===== src/shared/supply_mon_pkg.sv =====
// Purpose: Shared constants and carriers for the supply and temperature monitor.
// Assumes: Registers are byte wide and addressed by a 7-bit register address.
// Notes: Offsets are the register addresses seen by the serial host.
`default_nettype none
package supply_mon_pkg;
   localparam int unsigned CODE_W = 8;
   localparam int unsigned ADDR_W = 7;
   localparam logic [6:0] gate_drive_supply_setting_addr = 7'h15;
   localparam logic [6:0] high_supply_threshold_addr = 7'h1a;
   localparam logic [6:0] low_supply_threshold_addr = 7'h1b;
   localparam logic [6:0] battery_measurement_addr = 7'h45;
   localparam logic [6:0] die_temperature_addr = 7'h46;
   localparam logic [6:0] diag_status_addr = 7'h58;
   localparam int unsigned LOW_FLAG_BIT = 3;
   localparam int unsigned HIGH_FLAG_BIT = 2;
   localparam int unsigned GOOD_BIT = 5;
   localparam logic [7:0] GATE_CODE_MAX_V = 8'h5d;
   localparam logic [7:0] GATE_CODE_MIN_V = 8'hb7;
   localparam logic [7:0] GATE_CODE_RST = 8'hb7;
   localparam logic [7:0] HIGH_LIMIT_RST = 8'hff;
   localparam logic [7:0] LOW_LIMIT_RST = 8'h00;
   localparam logic [7:0] CODE_RST = 8'h00;
   localparam int unsigned SAMPLE_CYCLES = 1;

   typedef struct packed {
      logic wr;
      logic rd;
      logic [6:0] addr;
      logic [7:0] wdata;
   } reg_req_s;

   typedef struct packed {
      logic above;
      logic below;
   } cmp_s;
endpackage
`default_nettype wire


===== src/limit_compare.sv =====
// Purpose: Compares a raw measurement code against raw low and high limits.
// Assumes: Both codes share one scale, so no correction is applied here.
// Notes: Purely combinational.
`default_nettype none
module limit_compare #(
   parameter int unsigned W = 8
) (
   // Codes
   input wire logic [W-1:0] meas,
   input wire logic [W-1:0] low_lim,
   input wire logic [W-1:0] high_lim,
   // Result
   output var supply_mon_pkg::cmp_s res
);
   if (W < 1) begin : g_bad_width
      $error("W must be at least 1.");
   end

   always_comb begin
      res.below = meas < low_lim;
      res.above = meas > high_lim;
   end
endmodule
`default_nettype wire


===== src/supply_and_temp_monitor.sv =====
// Purpose: Gate supply code, battery monitor with limits, die temperature readout.
// Assumes: Measurement codes arrive from converters on other clocks or pins.
// Notes: Fail-silent stays latched until off mode.
// Notes: Converter words are taken only after two matching samples.
// What this block does
// Hold 8-bit gate supply code; 5Dh highest voltage, B7h lowest.
// Host never writes gate codes below 5Dh and reads back each write.
// Host avoids gate codes above B7h; supply may not start.
// Measure battery only with an output enabled and gate supply good.
// Supply flags come from the measurement, valid only with outputs enabled.
// Battery code is read-only, 0 V to 90 V at 0.3555 V per step.
// Below low limit: set low flag, enter fail-silent, stop gates.
// Low limit is an 8-bit code on the measurement scale.
// Above high limit: set high flag, enter fail-silent, stop gates.
// High limit is an 8-bit code on the measurement scale.
// Die temperature is a read-only 8-bit code.
// Low flag at status bit 3, high flag at bit 2, one when detected.
// Status write or off mode clears flags; fail-silent persists. Here off mode also clears fail-silent; a status write leaves it set.
// Compare raw measurement code against raw limit codes.
`default_nettype none
module supply_and_temp_monitor #(
   parameter int unsigned W = 8
) (
   // Clock and reset
   input wire logic clock,
   input wire logic rst,
   input wire logic clk_en,
   // Register access from the serial front end
   input wire supply_mon_pkg::reg_req_s req,
   output logic [7:0] rdata,
   // Converter and mode inputs
   input wire logic [W-1:0] battery_code_in,
   input wire logic [W-1:0] temp_code_in,
   input wire logic gate_supply_good,
   input wire logic outputs_enabled,
   input wire logic off_mode,
   // Control outputs
   output logic [7:0] gate_supply_code,
   output logic fail_silent,
   output logic gates_run,
   output logic low_supply_flag,
   output logic high_supply_flag
);
   // Register codes, the address and the status bits are fixed by the register map.
   if (W != 8) begin : g_bad_width
      $error("Register codes are 8 bits wide.");
   end
   if (supply_mon_pkg::ADDR_W != 7) begin : g_bad_addr
      $error("Register addresses are 7 bits wide.");
   end
   if (supply_mon_pkg::LOW_FLAG_BIT > 7 || supply_mon_pkg::HIGH_FLAG_BIT > 7 ||
         supply_mon_pkg::GOOD_BIT > 7) begin : g_bad_bits
      $error("Status bits must lie inside one byte.");
   end
   if (supply_mon_pkg::LOW_FLAG_BIT == supply_mon_pkg::HIGH_FLAG_BIT) begin : g_same_bits
      $error("Low and high flags need bits of their own.");
   end

   // All state lives in one record; one comb block fills the next copy.
   typedef struct packed {
      logic [W-1:0] bat_s1;
      logic [W-1:0] bat_s2;
      logic [W-1:0] bat_s3;
      logic [W-1:0] tmp_s1;
      logic [W-1:0] tmp_s2;
      logic [W-1:0] tmp_s3;
      logic [1:0] good_s;
      logic [W-1:0] gate_code;
      logic [W-1:0] high_lim;
      logic [W-1:0] low_lim;
      logic [W-1:0] bat_meas;
      logic [W-1:0] die_temp;
      logic low_flag;
      logic high_flag;
      logic fsilent;
      logic meas_valid;
      logic [7:0] rdata;
   } state_s;

   state_s st_r;
   state_s st_nxt;
   supply_mon_pkg::cmp_s cmp;
   logic monitor_on;
   logic bat_steady;
   logic tmp_steady;
   logic compare_on;
   logic [7:0] status_byte;

   // Raw codes share one scale, so the compare needs no temperature correction.
   limit_compare #(.W(W)) u_cmp (
      .meas(st_r.bat_meas),
      .low_lim(st_r.low_lim),
      .high_lim(st_r.high_lim),
      .res(cmp)
   );

   // A converter word may be caught while its bits change; it is taken only once two
   // successive samples agree, so a torn code never reaches a register or the compare.
   assign bat_steady = (st_r.bat_s2 == st_r.bat_s3);
   assign tmp_steady = (st_r.tmp_s2 == st_r.tmp_s3);
   assign monitor_on = outputs_enabled && st_r.good_s[1];
   // The compare waits for one fresh capture, so a stale or reset code never trips it.
   assign compare_on = monitor_on && st_r.meas_valid;

   // Status byte as the host reads it; unused bits read as zero.
   always_comb begin
      status_byte = 8'h00;
      status_byte[supply_mon_pkg::LOW_FLAG_BIT] = st_r.low_flag;
      status_byte[supply_mon_pkg::HIGH_FLAG_BIT] = st_r.high_flag;
      status_byte[supply_mon_pkg::GOOD_BIT] = st_r.good_s[1];
   end

   always_comb begin
      st_nxt = st_r;
      // The gate supply good pin passes two flops (converter codes three); the first flop never feeds any logic.
      st_nxt.bat_s1 = battery_code_in;
      st_nxt.bat_s2 = st_r.bat_s1;
      st_nxt.bat_s3 = st_r.bat_s2;
      st_nxt.tmp_s1 = temp_code_in;
      st_nxt.tmp_s2 = st_r.tmp_s1;
      st_nxt.tmp_s3 = st_r.tmp_s2;
      st_nxt.good_s = {st_r.good_s[0], gate_supply_good};
      if (tmp_steady) begin
         st_nxt.die_temp = st_r.tmp_s2;
      end

      st_nxt.meas_valid = 1'b0;
      if (monitor_on) begin
         st_nxt.meas_valid = st_r.meas_valid;
         if (bat_steady) begin
            st_nxt.bat_meas = st_r.bat_s2; // see
            st_nxt.meas_valid = 1'b1;
         end
      end

      // Writes to read-only or unmapped addresses are dropped.
      if (req.wr) begin
         unique case (req.addr)
            supply_mon_pkg::gate_drive_supply_setting_addr: begin
               st_nxt.gate_code = req.wdata;
            end
            supply_mon_pkg::high_supply_threshold_addr: begin
               st_nxt.high_lim = req.wdata;
            end
            supply_mon_pkg::low_supply_threshold_addr: begin
               st_nxt.low_lim = req.wdata;
            end
            supply_mon_pkg::diag_status_addr: begin
               st_nxt.low_flag = 1'b0;
               st_nxt.high_flag = 1'b0;
            end
            default: begin
            end
         endcase
      end

      // Off mode clears flags and fail-silent, and that clear wins over a detection.
      if (off_mode) begin
         st_nxt.low_flag = 1'b0;
         st_nxt.high_flag = 1'b0;
         st_nxt.fsilent = 1'b0;
      end else if (compare_on) begin
         // A detection in the clearing cycle wins over the clear.
         if (cmp.below) begin
            st_nxt.low_flag = 1'b1; // see
            st_nxt.fsilent = 1'b1;
         end
         if (cmp.above) begin
            st_nxt.high_flag = 1'b1; // see
            st_nxt.fsilent = 1'b1;
         end
      end

      // Read data stands for one cycle and is zero between reads.
      st_nxt.rdata = 8'h00;
      if (req.rd) begin
         unique case (req.addr)
            supply_mon_pkg::gate_drive_supply_setting_addr: begin
               st_nxt.rdata = st_r.gate_code;
            end
            supply_mon_pkg::high_supply_threshold_addr: begin
               st_nxt.rdata = st_r.high_lim;
            end
            supply_mon_pkg::low_supply_threshold_addr: begin
               st_nxt.rdata = st_r.low_lim;
            end
            supply_mon_pkg::battery_measurement_addr: begin
               st_nxt.rdata = st_r.bat_meas;
            end
            supply_mon_pkg::die_temperature_addr: begin
               st_nxt.rdata = st_r.die_temp;
            end
            supply_mon_pkg::diag_status_addr: begin
               st_nxt.rdata = status_byte;
            end
            default: begin
               st_nxt.rdata = 8'h00;
            end
         endcase
      end
   end

   // Reset loads the gate code and limits; every other field starts at zero.
   always_ff @(posedge clock) begin
      if (rst) begin
         st_r <= '0;
         st_r.gate_code <= supply_mon_pkg::GATE_CODE_RST;
         st_r.high_lim <= supply_mon_pkg::HIGH_LIMIT_RST;
         st_r.low_lim <= supply_mon_pkg::LOW_LIMIT_RST;
      end else if (clk_en) begin
         st_r <= st_nxt;
      end
   end

   assign rdata = st_r.rdata;
   assign gate_supply_code = st_r.gate_code;
   assign fail_silent = st_r.fsilent;
   // Gates stop at once on fail-silent, and two enabled cycles after a lost gate supply.
   assign gates_run = !st_r.fsilent && st_r.good_s[1] && outputs_enabled; // see
   assign low_supply_flag = st_r.low_flag;
   assign high_supply_flag = st_r.high_flag;
endmodule
`default_nettype wire


===== config.mk =====
export PLATFORM = sky130hd
export DESIGN_NAME = supply_and_temp_monitor
export DESIGN_NICKNAME = d
export VERILOG_FILES = /design/src/shared/supply_mon_pkg.sv /design/src/limit_compare.sv /design/src/supply_and_temp_monitor.sv
export SDC_FILE = /design/constraint.sdc
export NUM_CORES = 1
export LEC_CHECK = 0
export BUFFER_PORTS_ARGS = -buffer_cell sky130_fd_sc_hd__buf_2
export CAP_MARGIN = 20
export CORE_ASPECT_RATIO = 0.6
export CORE_UTILIZATION = 50
export DETAILED_ROUTE_END_ITERATION = 6
export GPL_ROUTABILITY_DRIVEN = 1
export PLACE_DENSITY = 0.73
export SLEW_MARGIN = 40
export SYNTH_ARGS = -nofsm -noshare
export SYNTH_HDL_FRONTEND = slang
export SYNTH_SLANG_ARGS = --single-unit

===== constraint.sdc =====
create_clock -name clock -period 2 [get_ports clock]
set_input_delay 0.2 -clock clock [delete_from_list [all_inputs] [get_ports clock]]
set_output_delay 0.2 -clock clock [all_outputs]
set_load 0.03 [all_outputs]

# Word-level counts from Yosys, hierarchy flattened
# Index checks and enable logic that the tools add are counted.
[classes]
n_lt_le_gt_ge = 2
eq_ne = 9
muxes = 11
n_reduce_logical = 14
[op_table]
columns = ["cell", "count"]
rows = [
  ["8-bit one-hot mux with 6 select lines", 1],
  ["7-bit by 5-bit == test with 1-bit output (second input constant)", 3],
  ["7-bit == test (second input constant)", 3],
  ["8-bit == test", 2],
  ["3-bit AND reduction", 5],
  ["8-bit greater-than comparator", 1],
  ["8-bit less-than comparator", 1],
  ["8-bit 2-to-1 mux", 1],
  ["2-bit 2-to-1 mux", 3],
  ["3-bit 2-to-1 mux", 2],
  ["1-bit logical AND", 4],
  ["1-bit 2-to-1 mux", 4],
  ["2-bit AND reduction", 2],
  ["3-bit nonzero test", 1],
  ["2-bit by 1-bit != test with 1-bit output (second input constant)", 1],
  ["2-bit nonzero test", 1],
  ["1-bit zero test", 1],
]
[totals]
register_bits = 102
in_bits = 39
output_inout_bits = 20
wordCells = 53

# Longest topological paths before layout
[logic_depth]
word_depth = 6
ltp_mapped = 8
depth_no_buf = 7

# Modules after synthesis
# From an unflattened synthesis, not the netlist that was laid out.
[unflattened]
hier_cells = 515
area_unflattened_um2 = 5027.3
[by_module_without_submodules]
columns = ["module", "n_inst", "cells_each", "area_per_inst_um2", "seq_area_each_um2"]
rows = [
  ["supply_and_temp_monitor", 1, 466, 4652.0, 2042.0],
  ["limit_compare", 1, 49, 375.4, 0.0],
]

# Least setup slack after synthesis
# OpenSTA, ideal clock, no wires.
[synth_path]
path_kind = "reg2reg"
startpoint = "reg st_r[43] (netlist name)"
endpoint = "reg st_r (netlist bit fail_silent)"
setup_time_ps = 72
t_arrival_ps = 1579
required_ps = 1928
path_slack_ps = 350
stages_incl_launch_ff = 8
path_buffers = 0
synth_period_minus_slack_ps = 1650
path_cell_list = "dfxtp_1 inv_1 ha_1 nand4_1 nor3_1 nor3b_1 a221oi_1 mux2i_1"
[synth_via]
elab_chain_len = 4
word_cells_on_any_way = 6
cone_classes = "order compare: 1; mux: 3; reduce/logical: 2"
[synth_lines]
columns = ["item", "line", "source"]
rows = [
  ["8-bit greater-than comparator *", "limit_compare.sv:21", "res.above = meas > high_lim;"],
  ["2-bit 2-to-1 mux", "supply_and_temp_monitor.sv:168", "if (cmp.above) begin"],
  ["3-bit 2-to-1 mux", "supply_and_temp_monitor.sv:162", "end else if (compare_on) begin"],
  ["3-bit 2-to-1 mux", "supply_and_temp_monitor.sv:158", "if (off_mode) begin"],
  ["end signal: assignment", "supply_and_temp_monitor.sv:211", "st_r <= st_nxt;"],
  ["end: declaration", "supply_and_temp_monitor.sv:80", "state_s st_r;"],
]
# Every way passes the cells marked *; elsewhere a longest branch is shown, timed or not. The select of a mux whose other input is x is not followed.
# A chain may end at the register's enable or synchronous reset.

# Worst setup path after layout
[layout_path]
startpoint = "reg st_r[43] (netlist name)"
endpoint = "reg st_r (netlist bit fail_silent)"
[layout_via]
elab_chain_len = 4
word_cells_on_any_way = 6
cone_classes = "order compare: 1; mux: 3; reduce/logical: 2"
[layout_lines]
columns = ["item", "line"]
rows = [
  ["8-bit greater-than comparator *", "limit_compare.sv:21"],
  ["2-bit 2-to-1 mux", "supply_and_temp_monitor.sv:168"],
  ["3-bit 2-to-1 mux", "supply_and_temp_monitor.sv:162"],
  ["3-bit 2-to-1 mux", "supply_and_temp_monitor.sv:158"],
]
# Marked as above.

==> results.json <==
{
  "tns_ns": 0,
  "fmax_mhz": 541.3,
  "p_seq_share_pct": 51.0,
  "postRouteAntennaNets": 0,
  "synth-edff-count": 0,
  "route.detailed.drc": 0,
  "cts_hold_buf": 0,
  "switchingPower_uw": 997.6,
  "p_leak_uw": 0.002329,
  "vias": 3715,
  "setup_viol": 0,
  "synth_ff_type": "dfxtp_1",
  "tightest_slew_ns": 0.5218,
  "grt_overflow": 0,
  "min_path_type": "primary input to register",
  "cts_sinks": 102,
  "pin_count": 59,
  "yosysWarnings": 0,
  "crit_fanout": 3,
  "grt_pass1_wl_um": 18240,
  "cts_made_buffers": 9,
  "period_needed_ns": 1.847,
  "p_clk_share_pct": 41.5,
  "cp-start-kind": "register",
  "yosysTopAreaCellShare_pct": 43.00,
  "diodes": 0,
  "cp-end-kind": "register",
  "wl_um": 11070,
  "antenna_found_initial": 0,
  "cts-htree-levels": 3,
  "drtIter0Drc": 262,
  "clk_path_buf_depth": 2,
  "die_y_um": 77.49,
  "synth_area_leaders": "dfxtp_1 43%, mux2i_1 16%, nor2_1 7.1%",
  "synth_cell_types": 45,
  "grt_util_met3_pct": 6.207,
  "comb_power_share_pct": 7.5,
  "p_per_area_nw_per_um2": 766.5,
  "grtUsageMet1_pct": 36.67,
  "row_count": 27,
  "drt-wirelength-per-cell_um": 16.33,
  "p_sw_share_pct": 24.14,
  "whs_ns": 0.08238,
  "async_flop_share_pct": 0,
  "met2_usage_pct": 33.26,
  "critical_path_class": "register to register",
  "clock_skew_ns": 0.005497,
  "viasPerCell": 5.479,
  "grtUsageTotal_pct": 24.11,
  "required_ns": 2.28,
  "crit_chain": "inv_1 -> ha_1 -> nand4_1 -> nor3_2 -> nor2b_1 -> a221oi_2 -> mux2i_1",
  "arrival_ns": 2.13,
  "vdd_drop_max_mv": 0.5050,
  "ys_ff_latch": 102,
  "cts_tree": "built",
  "portBuffers": 58,
  "grt_pass1_vias": 3458,
  "crit_start": "st_r[43]$_SDFFE_PP1P_",
  "rsz0062_at_grt": "no",
  "status": "complete, no violations",
  "postCtsSetupBuffers": 0,
  "drive_gt1_share_pct": 17.34,
  "clk_pin_slew_ns": 0.07,
  "yosys.area.top_type": "dfxtp_1",
  "grt_max_degree": 95,
  "synth_common_cells": "102 x dfxtp_1, 90 x nor2_1, 75 x mux2i_1",
  "r2r_start": "st_r[43]$_SDFFE_PP1P_",
  "critPathSlowestCell": "a221oi_2",
  "area_growth_pct": 13.54,
  "grt-busiest-layer": "met1",
  "slowest_delay_ns": 0.36,
  "internal_power_uw": 3135,
  "start_util_pct": 51.67,
  "clock_latency_ns": 0.35,
  "synth_nets": 556,
  "die-area_um2": 9903,
  "yosysSeqAreaShare_pct": 43.00,
  "period_share_pct": 92.37,
  "nets": 597,
  "relSlewSlack_pct": 65.22,
  "yosysMostFrequentCell": "dfxtp_1",
  "drv_cap": 0,
  "design.core.area_um2": 9189,
  "avgSynthCellArea_um2": 9.459,
  "gp_congestion": 0.9159,
  "hold_viol": 0,
  "cts-root-buf": "clkbuf_16",
  "synth_area_um2": 4748,
  "dp_hpwl_um": 8303,
  "fp.dieW_um": 127.8,
  "min_from": "battery_code_in[3]",
  "syn_inst": 502,
  "slew_violations": 0,
  "drt_first_pass_iters": 5
}
-- metrics by stage --
step / cells / util (%) / power [uW] / area, um^2 / setup slack [ns]
6_report: 678 / 58.67 / 4133 / 5391 / 0.1526
2_1_floorplan: 502 / - / 2356 / 4748 / 0.3495
4_1_cts: 678 / 58.62 / 4170 / 5386 / 0.1177
5_1_grt: 678 / 58.67 / 4284 / 5391 / 0.03419
3_5_place_dp: 662 / 55.38 / 2465 / 5089 / -0.0008376
3_3_place_gp: 662 / 55.38 / 2456 / 5089 / 0.1026
-- sequential cells by signal (all words and copies together) (netlist names) --
register	count
fail_silent	1
gate_supply_code	8
rdata	8
low_supply_flag	1
high_supply_flag	1
st_r	50
st_nxt	33
-- final cells by class --
class / count / area (um^2)
Inverter: 18 / 67.56
Timing Repair Buffer: 71 / 425.4
Clock inverter: 5 / 38.79
Clock buffer: 11 / 252.7
Multi-Input combinational cell: 341 / 2402
Tap cell: 130 / 162.7
Fill cell: 855 / 3797
Sequential cell: 102 / 2042
-- layout by cell type (no fill, tap or decap), types with 2 or more instances in the layout --
cell type and n:
a221o_1 5, inv_1 18, ha_1 15, a222oi_1 3, nor3_1 2, inv_6 2, a211o_1 8, clkbuf_8 2
nor4_4 2, clkbuf_16 9, a21oi_1 11, nor3b_1 2, nor2_1 90, nand4bb_1 2, buf_12 3, and2_1 2
o21ai_1 3, xnor2_1 15, a22oi_1 6, o21ai_0 7, nor4_2 2, nand2b_1 4, a21boi_1 2, nor2b_1 5
clkinv_2 2, o2bb2ai_1 5, and3_1 2, buf_4 10, nand4_1 4, a211oi_1 2, buf_2 58, a22o_1 11
mux2i_1 75, nand3_1 3, nand3b_1 6, dfxtp_1 102, nand2_1 36
-- worst paths after layout --
kind / depth (start not counted) / endpoint / slack (ns)
max: 7 / fail_silent$_SDFFE_PP0P_ / 0.15
min: 3 / st_nxt[89]$_SDFFE_PP0P_ / 0.08
max reg2reg: 7 / fail_silent$_SDFFE_PP0P_ / 0.15
min reg2reg: 1 / rdata[4]$_SDFFE_PP0P_ / 0.48
-- critical path, delay by kind of cell, from the launching register on --
| family | cells | cell delay [ns] |
|---|---|---|
| mux | 1 | 0.21 |
| simple gates | 3 | 0.51 |
| compound gates | 1 | 0.36 |
| fa+ha+maj | 1 | 0.30 |
| flops | 1 | 0.34 |
| buf+inv | 1 | 0.06 |
-- logic make-up (layout without fill, tap and decap cells) --
| family | after synthesis | in the layout | synth area share [%] |
|---|---|---|---|
| AND/OR/NAND/NOR | 170 | 170 | 17.36 |
| adder cells (fa/ha/maj) | 15 | 15 | 3.953 |
| buffers and inverters | 59 | 105 | 6.640 |
| AO/OA/AOI/OAI | 65 | 65 | 10.28 |
| XOR/XNOR | 16 | 16 | 2.951 |
| multiplexers | 75 | 75 | 15.81 |
| flip-flops | 102 | 102 | 43.00 |
-- metal layers --
| metal | vias up | part of all wire, % |
|---|---|---|
| li1 | 1817 | - |
| met3 | 7 | 7.4 |
| met2 | 125 | 40 |
| met4 | 0 | 0.79 |
| met1 | 1766 | 52 |
| met5 | - | 0 |
-- power groups by stage --
stage	registers [uW]	logic, uW	clock network (uW)
6_report	2110	312	1710
5_1_grt	2110	343	1830
4_1_cts	2110	313	1750
3_5_place_dp	2150	311	0
3_3_place_gp	2150	304	0
2_1_floorplan	2140	213	0
-- repair_timing --
item,CTS,global route
pin swaps,0,2
endpoints found under the setup margin,1,1
resized for setup,1,1
No activity file was read; power rests on OpenSTA's default activity.
